`config.mk`:
```
export PLATFORM = sky130hd
export DESIGN_NAME = uef_top
export DESIGN_NICKNAME = d
export VERILOG_FILES = /design/src/rtl/uef_pkg.sv /design/src/rtl/uef_tok_if.sv /design/src/rtl/uef_tok_fifo.sv /design/src/rtl/uef_top.sv
export SDC_FILE = /design/constraint.sdc
export NUM_CORES = 1
export LEC_CHECK = 0
export ABC_AREA = 1
export BUFFER_PORTS_ARGS = -buffer_cell sky130_fd_sc_hd__buf_2
export CELL_PAD_IN_SITES_DETAIL_PLACEMENT = 0
export CELL_PAD_IN_SITES_GLOBAL_PLACEMENT = 2
export CORE_MARGIN = 10
export CORE_UTILIZATION = 34
export DETAILED_ROUTE_END_ITERATION = 6
export PLACE_DENSITY_LB_ADDON = 0.1
export SLEW_MARGIN = 20
export SYNTH_ARGS = -nofsm -noshare
export SYNTH_HDL_FRONTEND = slang
export SYNTH_SLANG_ARGS = --single-unit
```
`constraint.sdc`:
```
create_clock -name i_ref_clk -period 2.3 [get_ports i_ref_clk]
set_input_delay 0.115 -clock i_ref_clk [delete_from_list [all_inputs] [get_ports i_ref_clk]]
set_output_delay 0.115 -clock i_ref_clk [all_outputs]
set_load 0.005 [all_outputs]
```
`src/rtl/uef_pkg.sv`:
```
// Function
// - Stall flag sets on STALL received (host) or transmitted (device).
// - Attach flag sets when a peripheral attach is detected.
// - Attach valid only with host enabled, bus idle 2.5 us, not SE0.
// - Resume flag sets after K state held 2.5 us on a data line.
// - Idle flag sets after 3 ms continuous idle bus state.
// - Clearing token-done flag advances the token status FIFO.
// - Frame-start flag sets on SOF token (device) or threshold (host).
// - Error summary sets only from enabled error conditions.
// - Device mode: bit 0 is bus reset flag, set on valid reset.
// - Host mode: bit 0 is detach flag, set on peripheral detach.
// - Hardware sets flags; writing one clears, zero leaves unchanged.
// - Ping-pong reset returns all even/odd pointers to even bank.
// - Device mode: module enable switches module on and off.
// - Host mode: SOF enable sends an SOF token every 1 ms.
// - All host control logic resets whenever host enable toggles.
// - Host mode: clearing resume appends a low-speed end of packet.
package uef_pkg;
  localparam int unsigned CLK_HZ         = 40000000;
  localparam int unsigned SETTLE_NS      = 2500;
  localparam int unsigned IDLE_US        = 3000;
  localparam int unsigned FRAME_US       = 1000;
  localparam int unsigned LS_EOP_NS      = 1330;
  localparam int unsigned SETTLE_CYC     = (SETTLE_NS * (CLK_HZ / 1000000) + 999) / 1000;
  localparam int unsigned IDLE_CYC       = IDLE_US * (CLK_HZ / 1000000);
  localparam int unsigned FRAME_CYC      = FRAME_US * (CLK_HZ / 1000000);
  localparam int unsigned EOP_CYC        = (LS_EOP_NS * (CLK_HZ / 1000000) + 999) / 1000;
  // Register byte offsets
  localparam logic [7:0]  OFS_FLAGS      = 8'h00;
  localparam logic [7:0]  OFS_FLAG_EN    = 8'h04;
  localparam logic [7:0]  OFS_ERR_EN     = 8'h08;
  localparam logic [7:0]  OFS_CTRL       = 8'h0c;
  localparam logic [7:0]  OFS_STAT       = 8'h10;
  // Flag bit positions
  localparam int unsigned B_STALL        = 7;
  localparam int unsigned B_ATTACH       = 6;
  localparam int unsigned B_RESUME       = 5;
  localparam int unsigned B_IDLE         = 4;
  localparam int unsigned B_TOKEN        = 3;
  localparam int unsigned B_SOF          = 2;
  localparam int unsigned B_ERR          = 1;
  localparam int unsigned B_RST          = 0;
  // Control bit positions
  localparam int unsigned C_ENABLE       = 0;
  localparam int unsigned C_PPRST        = 1;
  localparam int unsigned C_RESUME       = 2;
  localparam int unsigned C_HOST_OPERATION_ENABLE       = 3;
  localparam int unsigned C_FRAME_START_ENABLE        = 4;
  localparam logic [7:0]  FLAGS_RST      = 8'h00;
  localparam logic [7:0]  CTRL_RST       = 8'h00;
  // Line states from the transceiver
  typedef enum logic [1:0] {
    LS_SE0 = 2'b00,
    LS_J   = 2'b01,
    LS_K   = 2'b10,
    LS_SE1 = 2'b11
  } uef_line_t;
endpackage

```
`src/rtl/uef_tok_if.sv`:
```
`timescale 1ns/1ps
`default_nettype none
// Token status FIFO handshake between the top and its memory
interface uef_tok_if;
  logic       push;
  logic [7:0] wdata;
  logic       pop;
  logic       flush;
  logic       empty;
  logic [7:0] rdata;
  modport ctl (output push, output wdata, output pop, output flush,
               input empty, input rdata);
  modport mem (input push, input wdata, input pop, input flush,
               output empty, output rdata);
endinterface
`default_nettype wire

```
`src/rtl/uef_tok_fifo.sv`:
```
`timescale 1ns/1ps
`default_nettype none
// Small token status memory, read data registered
module uef_tok_fifo #(
  parameter int unsigned DEPTH = 4
) (
  input  wire logic i_ref_clk,
  input  wire logic i_srst,
  uef_tok_if.mem    tok
);
  localparam int unsigned AW = $clog2(DEPTH);
  logic [7:0]  mem [DEPTH];
  logic [AW:0] wp;
  logic [AW:0] rp;
  logic [AW:0] next_wp;
  logic [AW:0] next_rp;
  logic [7:0]  rdata_q;
  logic [7:0]  next_rdata;
  logic        full;

  // Pointer arithmetic; a push into a full memory is dropped
  always_comb begin
    full       = (wp[AW-1:0] == rp[AW-1:0]) && (wp[AW] != rp[AW]);
    next_wp    = wp;
    next_rp    = rp;
    if (tok.push && !full) begin
      next_wp = wp + 1'b1;
    end
    if (tok.pop && (wp != rp)) begin
      next_rp = rp + 1'b1;
    end
    if (tok.flush) begin
      next_wp = '0;
      next_rp = '0;
    end
    next_rdata = mem[next_rp[AW-1:0]];
    if (tok.push && !full && (next_rp == wp)) begin
      next_rdata = tok.wdata;
    end
  end

  always_ff @(posedge i_ref_clk) begin
    if (i_srst) begin
      wp      <= '0;
      rp      <= '0;
      rdata_q <= 8'h00;
    end else begin
      wp      <= next_wp;
      rp      <= next_rp;
      rdata_q <= next_rdata;
    end
    if (tok.push && !full) begin
      mem[wp[AW-1:0]] <= tok.wdata;
    end
  end

  assign tok.empty = (wp == rp);
  assign tok.rdata = rdata_q;
endmodule
`default_nettype wire

```
`src/rtl/uef_top.sv`:
```
`timescale 1ns/1ps
`default_nettype none
module uef_top #(
  parameter int unsigned IDLE_CYCLES  = uef_pkg::IDLE_CYC,
  parameter int unsigned FRAME_CYCLES = uef_pkg::FRAME_CYC,
  parameter int unsigned TOK_DEPTH    = 4
) (
  input  wire logic        i_ref_clk,
  input  wire logic        i_srst,
  // AHB-Lite slave
  input  wire logic        i_hsel,
  input  wire logic [7:0]  i_haddr,
  input  wire logic [1:0]  i_htrans,
  input  wire logic        i_hwrite,
  input  wire logic [2:0]  i_hsize,
  input  wire logic [31:0] i_hwdata,
  input  wire logic        i_hready,
  output logic      [31:0] o_hrdata,
  output logic             o_hreadyout,
  output logic             o_hresp,
  // Line state pins (D+ , D-) from the transceiver
  input  wire logic        i_dp,
  input  wire logic        i_dm,
  // Event strobes from the protocol engine
  input  wire logic        i_stall_evt,
  input  wire logic        i_token_done,
  input  wire logic [7:0]  i_token_stat,
  input  wire logic        i_sof_rx,
  input  wire logic [7:0]  i_err_evt,
  input  wire logic        i_attach_evt,
  input  wire logic        i_detach_evt,
  input  wire logic        i_bus_reset_evt,
  input  wire logic        i_token_busy,
  // Controls to the engine
  output logic             o_module_on,
  output logic             o_pingpong_even,
  output logic             o_host_logic_rst,
  output logic             o_sof_send,
  output logic             o_resume_drive,
  output logic             o_ls_eop_drive,
  output logic             o_irq
);
  import uef_pkg::*;

  typedef enum logic [1:0] {
    RS_OFF  = 2'b00,
    RS_K    = 2'b01,
    RS_EOP  = 2'b10
  } uef_rsm_t;

  logic [2:0]  dp_s, dm_s;
  logic [1:0]  line;
  logic        ap_valid, ap_write;
  logic [7:0]  ap_addr;
  logic [7:0]  flags, next_flags;
  logic [7:0]  flag_en, next_flag_en;
  logic [7:0]  err_en, next_err_en;
  logic [7:0]  ctrl, next_ctrl;
  logic [31:0] rdata, next_rdata;
  logic [12:0] settle_cnt, next_settle_cnt;
  logic [12:0] k_cnt, next_k_cnt;
  logic [17:0] idle_cnt, next_idle_cnt;
  logic [17:0] frame_cnt, next_frame_cnt;
  logic [7:0]  eop_cnt, next_eop_cnt;
  logic        host_q, next_host_q;
  logic        attach_ok;
  logic        sof_tick;
  uef_rsm_t    rs, next_rs;
  logic [7:0]  wr_ones;
  uef_tok_if   tok ();

  // Saturating counter step used by all line timers
  // Saturates at top so a narrow timer never wraps and fires again
  function automatic logic [17:0] sat_inc(input logic [17:0] v, input logic run,
                                          input logic [17:0] top);
    sat_inc = !run ? 18'h00000 : ((v >= top) ? top : v + 18'h00001);
  endfunction

  uef_tok_fifo #(.DEPTH(TOK_DEPTH)) u_tok (
    .i_ref_clk (i_ref_clk),
    .i_srst    (i_srst),
    .tok       (tok)
  );

  // Pin synchronisers; a change counts once stages two and three agree
  always_ff @(posedge i_ref_clk) begin
    if (i_srst) begin
      dp_s <= 3'h0;
      dm_s <= 3'h0;
      line <= LS_SE0;
    end else begin
      dp_s <= {dp_s[1:0], i_dp};
      dm_s <= {dm_s[1:0], i_dm};
      if ((dp_s[1] == dp_s[2]) && (dm_s[1] == dm_s[2])) begin
        line <= {dm_s[2], dp_s[2]};
      end
    end
  end

  // AHB-Lite: zero wait states, always OKAY
  always_ff @(posedge i_ref_clk) begin
    if (i_srst) begin
      ap_valid <= 1'b0;
      ap_write <= 1'b0;
      ap_addr  <= 8'h00;
    end else if (i_hready) begin
      ap_valid <= i_hsel && i_htrans[1];
      ap_write <= i_hwrite;
      ap_addr  <= i_haddr;
    end
  end
  assign o_hreadyout = 1'b1;
  assign o_hresp     = 1'b0;
  assign o_hrdata    = rdata;

  // Flag clear mask: ones written into the flag register
  assign wr_ones   = (ap_valid && ap_write && ap_addr == OFS_FLAGS) ? i_hwdata[7:0] : 8'h00;
  assign attach_ok = ctrl[C_HOST_OPERATION_ENABLE] && (settle_cnt >= 13'(SETTLE_CYC)) && (line != LS_SE0);
  assign sof_tick  = ctrl[C_HOST_OPERATION_ENABLE] && ctrl[C_FRAME_START_ENABLE] && (frame_cnt == 18'(FRAME_CYCLES - 1));

  // Register, flag and timer next state
  always_comb begin
    next_flags   = flags & ~wr_ones;
    next_flag_en = flag_en;
    next_err_en  = err_en;
    next_ctrl    = ctrl;
    next_rdata   = 32'h00000000;
    if (ap_valid && ap_write) begin
      if (ap_addr == OFS_FLAG_EN) begin
        next_flag_en = i_hwdata[7:0];
      end else if (ap_addr == OFS_ERR_EN) begin
        next_err_en = i_hwdata[7:0];
      end else if (ap_addr == OFS_CTRL) begin
        next_ctrl = i_hwdata[7:0];
      end
    end
    // Set wins over a clear in the same cycle, except for the token flag
    if (i_stall_evt) next_flags[B_STALL] = 1'b1;
    if (i_attach_evt && attach_ok) next_flags[B_ATTACH] = 1'b1;
    if (k_cnt == 13'(SETTLE_CYC - 1)) next_flags[B_RESUME] = 1'b1;
    if (idle_cnt == 18'(IDLE_CYCLES - 1)) next_flags[B_IDLE] = 1'b1;
    // A pop lets the clear through; the flag returns next cycle if entries remain
    if (!tok.empty && !tok.pop) next_flags[B_TOKEN] = 1'b1;
    if (ctrl[C_HOST_OPERATION_ENABLE] ? sof_tick : i_sof_rx) next_flags[B_SOF] = 1'b1;
    if (|(i_err_evt & err_en)) next_flags[B_ERR] = 1'b1;
    if (!ctrl[C_HOST_OPERATION_ENABLE] && i_bus_reset_evt) next_flags[B_RST] = 1'b1;
    if (ctrl[C_HOST_OPERATION_ENABLE] && i_detach_evt) next_flags[B_RST] = 1'b1;
    // Read mux for the next data phase
    if (i_hready && i_hsel && i_htrans[1] && !i_hwrite) begin
      if (i_haddr == OFS_FLAGS) begin
        next_rdata = {24'h000000, next_flags};
      end else if (i_haddr == OFS_FLAG_EN) begin
        next_rdata = {24'h000000, next_flag_en};
      end else if (i_haddr == OFS_ERR_EN) begin
        next_rdata = {24'h000000, next_err_en};
      end else if (i_haddr == OFS_CTRL) begin
        next_rdata = {24'h000000, next_ctrl};
      end else if (i_haddr == OFS_STAT) begin
        next_rdata = {22'h000000, i_token_busy, tok.empty, tok.rdata};
      end
    end
    // Line timers: attach settle (J), K state, idle (J) state
    next_settle_cnt = 13'(sat_inc({5'h00, settle_cnt}, line == LS_J, 18'h01fff));
    next_k_cnt      = 13'(sat_inc({5'h00, k_cnt}, line == LS_K, 18'h01fff));
    next_idle_cnt   = sat_inc(idle_cnt, line == LS_J, 18'h3ffff);
    next_host_q     = ctrl[C_HOST_OPERATION_ENABLE];
    next_frame_cnt  = (sof_tick || !ctrl[C_FRAME_START_ENABLE]) ? 18'h00000 : frame_cnt + 18'h00001;
    if (host_q != ctrl[C_HOST_OPERATION_ENABLE]) begin
      next_frame_cnt = 18'h00000;
    end
  end

  // Token FIFO: push from engine, pop on software clear
  assign tok.push  = i_token_done;
  assign tok.wdata = i_token_stat;
  assign tok.pop   = wr_ones[B_TOKEN] && flags[B_TOKEN];
  assign tok.flush = i_srst;

  always_ff @(posedge i_ref_clk) begin
    if (i_srst) begin
      flags      <= FLAGS_RST;
      flag_en    <= 8'h00;
      err_en     <= 8'h00;
      ctrl       <= CTRL_RST;
      rdata      <= 32'h00000000;
      settle_cnt <= 13'h0000;
      k_cnt      <= 13'h0000;
      idle_cnt   <= 18'h00000;
      frame_cnt  <= 18'h00000;
      host_q     <= 1'b0;
    end else begin
      flags      <= next_flags;
      flag_en    <= next_flag_en;
      err_en     <= next_err_en;
      ctrl       <= next_ctrl;
      rdata      <= next_rdata;
      settle_cnt <= next_settle_cnt;
      k_cnt      <= next_k_cnt;
      idle_cnt   <= next_idle_cnt;
      frame_cnt  <= next_frame_cnt;
      host_q     <= next_host_q;
    end
  end

  // Resume signalling; host appends a low-speed EOP on release
  always_comb begin
    next_rs      = rs;
    next_eop_cnt = 8'h00;
    case (rs)
      RS_OFF: if (ctrl[C_RESUME]) next_rs = RS_K;
      RS_K: begin
        if (!ctrl[C_RESUME]) next_rs = ctrl[C_HOST_OPERATION_ENABLE] ? RS_EOP : RS_OFF;
      end
      RS_EOP: begin
        next_eop_cnt = eop_cnt + 8'h01;
        if (eop_cnt == 8'(EOP_CYC - 1)) next_rs = RS_OFF;
      end
      default: next_rs = RS_OFF;
    endcase
  end

  always_ff @(posedge i_ref_clk) begin
    if (i_srst) begin
      rs      <= RS_OFF;
      eop_cnt <= 8'h00;
    end else begin
      rs      <= next_rs;
      eop_cnt <= next_eop_cnt;
    end
  end

  // Control outputs, registered
  always_ff @(posedge i_ref_clk) begin
    if (i_srst) begin
      o_module_on      <= 1'b0;
      o_pingpong_even  <= 1'b0;
      o_host_logic_rst <= 1'b0;
      o_sof_send       <= 1'b0;
      o_resume_drive   <= 1'b0;
      o_ls_eop_drive   <= 1'b0;
      o_irq            <= 1'b0;
    end else begin
      o_module_on      <= ctrl[C_ENABLE];
      o_pingpong_even  <= ctrl[C_PPRST];
      o_host_logic_rst <= host_q != ctrl[C_HOST_OPERATION_ENABLE];
      o_sof_send       <= sof_tick;
      o_resume_drive   <= rs == RS_K;
      o_ls_eop_drive   <= rs == RS_EOP;
      o_irq            <= |(flags & flag_en);
    end
  end
endmodule
`default_nettype wire

```
==> results.toml, run 1 <==
[detailed_routing]
wl_met2_um = 10100
dr_wl_met3_um = 700
top_layer_used = "met4"
remaining_drc_errors = 0
wl_per_cell_um = 14.1
ant_nets = 0
wirelength_um = 21700
drt_iter0_markers = 286
wl_met1_um = 10700
drt_first_pass_iters = 5
vias_per_cell = 4.47
vias = 6896

[synthesis]
synth_cell_types = 45
ys_ff_latch = 186
synth_area_um2 = 8550
synthSimpleGateAreaFrac_pct = 25.3
synthXorXnorAreaFrac_pct = 3.58
syn_inst = 1085
synth_top_family_by_area = "simple AND/OR/NAND/NOR gates"
synth-seq-area-share_pct = 47.3
synth_fa_ha_area_share_pct = 1.76
yosysWarnings = 0
synth_compound_area_share_pct = 9.16
synthMuxAreaShare_pct = 1.05
synth.avg_cell_area_um2 = 7.88

[critical_path]
arrival_ps = 2400
cpPeakStageDelay_ps = 370
path_buf_inv = 3
crit_path_end_kind = "flip-flop"
cp_top_family = "simple AND/OR/NAND/NOR gates"
critical_path_class = "flip-flop to flip-flop"
crit_path_frequent_cell = "nand2_1"
reg2reg_slack_ps = 250
crit_chain = "inv_2 > nand2_1 > nand2_1 > nand2_1 > nor2_2 > inv_2 > nand3_2 > nand3_2 > nand2_1 > nand2_1 > nor2_8 > nand3_4 > nand2_1 > inv_1 > nor2_1"
crit_fanout = 9
cp_slowest_cell = "dfxtp_1"
worst_ep_required_time_ps = 2660
startpoint_type = "flip-flop"

[pwr]
p_per_area_nw_per_um2 = 695
p_seq_share_pct = 47.7
p_int_w = 0.00557
p_clk_share_pct = 46.9
peakVddDrop_v = 0.000372
p_leak_nw = 4.50
comb_power_share_pct = 5.4
p_sw_w = 0.00159
sw_frac_of_total_pct = 22.2

[global_routing]
grt_use_total_pct = 13.9
grt_pass1_vias = 6671
grt_pass1_wl_um = 35100
grt_overflow = 0
antenna_found_initial = 1
grt_start_max_net_pins = 21

[finish]
layout-drive-gt1-share_pct = 14.3
postLayoutCoreUtil_pct = 42.0
area_delta_synth_final_pct = 20.4
fin_nets = 1292
finalInstanceArea_um2 = 10300
layout.cells.non_filler = 1543

[clocking]
cts_max_level = 4
clkLatencyLatePin_ps = 440
cts_tree = "built"
clkSlewWorstSetupHoldPaths_ps = 70
post_cts_buffers = 0
cts_root_buffer = "clkbuf_16"
ctsLongestPathBuffers = 2
cts_made_buffers = 17
cts.sinks = 186

[placement]
post_dp_cell_area_um2 = 9330
routabilityCongestion = 0.750
dpl.hpwl_um = 16000
placedCellCount = 1482
portBuffers = 63

[floorplan]
io_pins = 116
initial_core_util_pct = 34.9
row_count = 57
fp.dieW_um = 179
die-area_um2 = 31900
fp.dieH_um = 179
core_um2 = 24500

[timing]
relSlewSlack_pct = 60.0
finClkSkew_ps = 24.3
setup-tns-final_ps = 0
worst_pin_slew_ps = 595
fmax_mhz = 488
fin_crit_sh_pct = 89.0
rsz0062_at_grt = "false"
hold_viol = 0
fin_crit_ps = 2050
finalSetupViolCount = 0
drv_slew = 0

[job]
drv_cap = 0

[run_status]
status = "finished clean"

[hold_path]
hp-class = "input port to flip-flop"
-- worst register-to-register path, stage by stage, from the launching register on --
cell	delay [ps]
dfxtp_1	370
inv_2	130
nand2_1	60
nand2_1	70
nand2_1	60
nor2_2	190
inv_2	110
nand3_2	90
nand3_2	120
nand2_1	80
nand2_1	120
nor2_8	180
nand3_4	140
nand2_1	90
inv_1	40
nor2_1	130
-- worst paths after layout --
check,startpoint,endpoint,cells after the start
max,u_tok.wp[0],u_tok.tok.rdata[2],15
min,i_hwdata[5],flag_en[5],3
max reg2reg,u_tok.wp[0],u_tok.tok.rdata[2],15
min reg2reg,dp_s[0],dp_s[1],2
-- sequential cells by signal (all words and copies together) (netlist names), 3 cells and up --
| register | cells |
|---|---|
| u_tok.tok.rdata | 8 |
| u_tok.mem | 32 |
| flags | 8 |
| idle_cnt | 18 |
| eop_cnt | 8 |
| k_cnt | 13 |
| dm_s | 3 |
| dp_s | 3 |
| o_hrdata | 10 |
| frame_cnt | 18 |
| flag_en | 8 |
| u_tok.rp | 3 |
| err_en | 8 |
| ctrl | 8 |
| u_tok.wp | 3 |
| ap_addr | 8 |
| settle_cnt | 13 |
-- power groups by stage --
stage | Sequential [W] | Clock, W | Combinational (W)
final | 0.00342 | 0.00335 | 0.000388
after global placement | 0.00349 | 0 | 0.000357
after detailed placement | 0.00349 | 0 | 0.000356
after floorplan | 0.00348 | 0 | 0.000244
after CTS | 0.00342 | 0.00347 | 0.000392
after global routing | 0.00342 | 0.00361 | 0.000444
-- cells by family after synthesis --
| kind of cell | count (synthesis) |
|---|---|
| compound gates | 142 |
| simple gates | 462 |
| buf+inv | 237 |
| mux | 9 |
| other cells | 2 |
| fa+ha+maj | 12 |
| xor+xnor | 35 |
| flops | 186 |
-- metrics by stage --
step	total power [W]	worst slack (ps)	hold WS (ps)
2_1_floorplan	0.00372	506	214
3_3_place_gp	0.00385	219	314
3_5_place_dp	0.00385	236	324
4_1_cts	0.00728	203	0.310
5_1_grt	0.00748	8.72	35.4
6_report	0.00716	252	13.8
-- area by class of cell --
| cell class | count | area [µm²] |
|---|---|---|
| tap | 324 | 405 |
| sequential | 186 | 4050 |
| clock buffer | 20 | 468 |
| fill | 2560 | 14200 |
| timing repair buffer | 125 | 863 |
| antenna | 1 | 2.50 |
| inverter | 191 | 717 |
| multi-input combinational | 684 | 3590 |
| clock inverter | 12 | 208 |
-- Yosys cell counts, drive strengths merged --
master / number / share of area, %
conb: 2 / 0.088
nor3b: 4 / 0.35
o221ai: 4 / 0.41
xor2: 30 / 3.1
edfxtp: 32 / 11
ha: 12 / 1.8
mux2i: 9 / 1.1
nand3: 72 / 4.9
clkinv: 4 / 0.18
xnor2: 5 / 0.51
o2111ai: 1 / 0.10
inv: 187 / 8.2
dfxtp: 154 / 36
nor3: 30 / 1.9
nor2: 138 / 6.7
a221oi: 2 / 0.20
o21ai: 59 / 3.5
or2: 9 / 0.66
nand2: 163 / 7.5
buf: 31 / 2.7
a22o: 2 / 0.20
clkbuf: 15 / 0.66
nand4: 35 / 2.6
o2111a: 1 / 0.13
o21a: 2 / 0.18
nand3b: 1 / 0.088
a31oi: 5 / 0.37
and3: 1 / 0.073
a21oi: 57 / 3.3
o22ai: 1 / 0.073
o21bai: 2 / 0.18
nor4: 9 / 0.66
a211oi: 6 / 0.53
-- cell usage in the layout, fill, tap and decap left out, types with 32 or more instances in the layout --
master,synthesis,final
nand3_1,63,63
o21ai_0,59,59
a21oi_1,57,57
nand2_1,156,156
buf_4,24,33
inv_1,181,181
buf_2,3,63
nor2_1,127,127
dfxtp_1,154,153
edfxtp_1,32,32
nand4_1,35,35
-- what timing repair did --
| item | in CTS | in global routing |
|---|---|---|
| gates resized for setup | 0 | 2 |
| hold buffers | 28 | 0 |
| endpoints found under the hold margin | 53 | 0 |
| endpoints found under the setup margin | 0 | 3 |
-- metal layers --
metal  GRT usage, %  vias up
met1           18.1     3098
met2           23.0       96
met5              0        -
li1               -     3692
met4           2.89        0
met3           3.09       10
No activity file was read; power rests on OpenSTA's default activity.
==> run 2: changes to the inputs <==
--- a/config.mk
+++ b/config.mk
@@ -9,7 +9,7 @@
 export BUFFER_PORTS_ARGS = -buffer_cell sky130_fd_sc_hd__buf_2
 export CELL_PAD_IN_SITES_DETAIL_PLACEMENT = 0
 export CELL_PAD_IN_SITES_GLOBAL_PLACEMENT = 2
-export CORE_MARGIN = 10
+export CORE_MARGIN = 2
 export CORE_UTILIZATION = 34
 export DETAILED_ROUTE_END_ITERATION = 6
 export PLACE_DENSITY_LB_ADDON = 0.1
==> constraint.sdc (replaced) <==
create_clock -name i_ref_clk -period 2.3 [get_ports i_ref_clk]
set_input_delay 0.23 -clock i_ref_clk [delete_from_list [all_inputs] [get_ports i_ref_clk]]
set_output_delay 0.23 -clock i_ref_clk [all_outputs]
set_load 0.005 [all_outputs]
==> run 2 against run 1 <==
Worst hold slack gained 5.6 ps; wire length shrank 5.4%; first-iteration DRC count grew 53%; highest routed layer is now met5; clock-buffer cell count shrank 1; die area shrank 17%; global-route usage grew 2.1 points.
==> results.toml, run 2 (synthesis gave the netlist of run 1 again) <==
[finish]
area_delta_synth_final_pct = 16.6
layout-drive-gt1-share_pct = 14.5
postLayoutCoreUtil_pct = 40.0
largest_reg_flops = 32
fin_nets = 1265
mostFrequentLayoutCell = "inv_1"
final_cell_mix = "inv_1 (181), nand2_1 (156), dfxtp_1 (154)"

[placement]
routabilityCongestion = 0.762
portBuffers = 63
pre_cts_slack_ps = 181
dpl.hpwl_um = 15000

[timing]
worst_slack_ps = 281
setup-tns-final_ps = 0
drv_slew = 0
fmax_mhz = 495
finClkSkew_ps = 11.7
fin_crit_ps = 2020
relSlewSlack_pct = 63.3
worst_pin_slew_ps = 549
rsz0062_at_grt = "false"
finalSetupViolCount = 0
whs_ps = 19.5
fin_crit_sh_pct = 87.8
hold_viol = 0

[pwr]
p_seq_share_pct = 50.5
peakVddDrop_v = 0.000410
p_clk_share_pct = 44.2
sw_frac_of_total_pct = 23.5
p_leak_nw = 4.35
comb_power_share_pct = 5.2
p_per_area_nw_per_um2 = 678
p_sw_w = 0.00159
p_int_w = 0.00517

[hold_path]
hp-class = "input port to flip-flop"

[global_routing]
antenna_found_initial = 3
grt_overflow = 0
grt_pass1_wl_um = 33100
grt_start_max_net_pins = 32
grt_use_total_pct = 15.9
grt_pass1_vias = 6358

[clocking]
cts.sinks = 186
cts_tree = "built"
ctsLongestPathBuffers = 2
clkLatencyLatePin_ps = 430
cts_max_level = 4
clkSlewWorstSetupHoldPaths_ps = 70
cts_root_buffer = "clkbuf_16"
cts_made_buffers = 17

[detailed_routing]
vias = 6728
remaining_drc_errors = 0
wirelength_um = 20500
ant_nets = 0
drt_iter0_markers = 437
vias_per_cell = 4.42
wl_per_cell_um = 13.5
drt_first_pass_iters = 5

[floorplan]
initial_core_util_pct = 34.3
fp.dieW_um = 163
core_um2 = 25000
fp.dieH_um = 163
io_pins = 116
die-area_um2 = 26400
row_count = 58

[job]
drv_cap = 0

[critical_path]
crit_chain = "nand2_1 > inv_2 > nand2_2 > nor2_4 > nand3_2 > o21bai_1 > nand3_2 > nand2_1 > nand2_1 > nor2_8 > nand3_4 > nand2_1 > inv_1 > nor2_1"
cp_top_family = "simple AND/OR/NAND/NOR gates"
cp_slowest_cell = "dfxtp_1"
crit_path_frequent_cell = "nand2_1"
crit_fanout = 9
arrival_ps = 2370
cpPeakStageDelay_ps = 340
worst_ep_required_time_ps = 2650
path_buf_inv = 2
startpoint_type = "flip-flop"
crit_path_end_kind = "flip-flop"
critical_path_class = "flip-flop to flip-flop"

[run_status]
status = "finished clean"
-- run 2: worst paths after layout --
path	end	start	depth (start not counted)	slack, ps
min reg2reg	dm_s[1]	dm_s[0]	2	400
max reg2reg	u_tok.tok.rdata[3]	ap_valid	14	280
min	o_hrdata[9]	i_token_busy	3	20
max	u_tok.tok.rdata[3]	ap_valid	14	280
-- run 2: through the flow --
step	total power [W]	area [µm²]	cells
after floorplan	0.00372	8630	1107
after global placement	0.00385	9330	1485
after detailed placement	0.00385	9330	1485
after CTS	0.00686	9940	1518
after global routing	0.00706	9970	1521
final	0.00676	9970	1522
-- run 2: area by class of cell --
class / instances / area [µm²]
Antenna cell: 2 / 5.00
Clock buffer: 19 / 453
Clock inverter: 12 / 136
Fill cell: 2657 / 15000
Inverter: 191 / 721
Multi-Input combinational cell: 684 / 3590
Sequential cell: 186 / 4040
Tap cell: 330 / 413
Timing Repair Buffer: 98 / 608
-- run 2: layer usage --
metal	GRT usage, %	share of wire, %	wire [µm]
met2	26.0	45	9290
met3	2.95	3.0	606
met4	4.87	1.5	315
met5	0	0.078	16
met1	21.5	50	10300
-- run 2: what timing repair did --
action                                  in CTS  in global routing
endpoints found under the setup margin       0                  9
resized for setup                            0                  3
setup buffers                                0                  2
hold buffers                                 2                  0
endpoints found under the hold margin        2                  0
-- run 2: power by group through the flow --
stage          combinational (W)  clock [W]  sequential [W]
6_report                0.000355    0.00299         0.00342
5_1_grt                 0.000408    0.00323         0.00342
3_3_place_gp            0.000355          0         0.00349
2_1_floorplan           0.000244          0         0.00348
4_1_cts                 0.000359    0.00308         0.00342
3_5_place_dp            0.000355          0         0.00349
-- run 2: worst register-to-register path, cell delays in order (launching register included) --
cell	delay, ps
dfxtp_1	340
nand2_1	90
inv_2	120
nand2_2	80
nor2_4	130
nand3_2	130
o21bai_1	180
nand3_2	120
nand2_1	80
nand2_1	120
nor2_8	180
nand3_4	140
nand2_1	80
inv_1	30
nor2_1	120
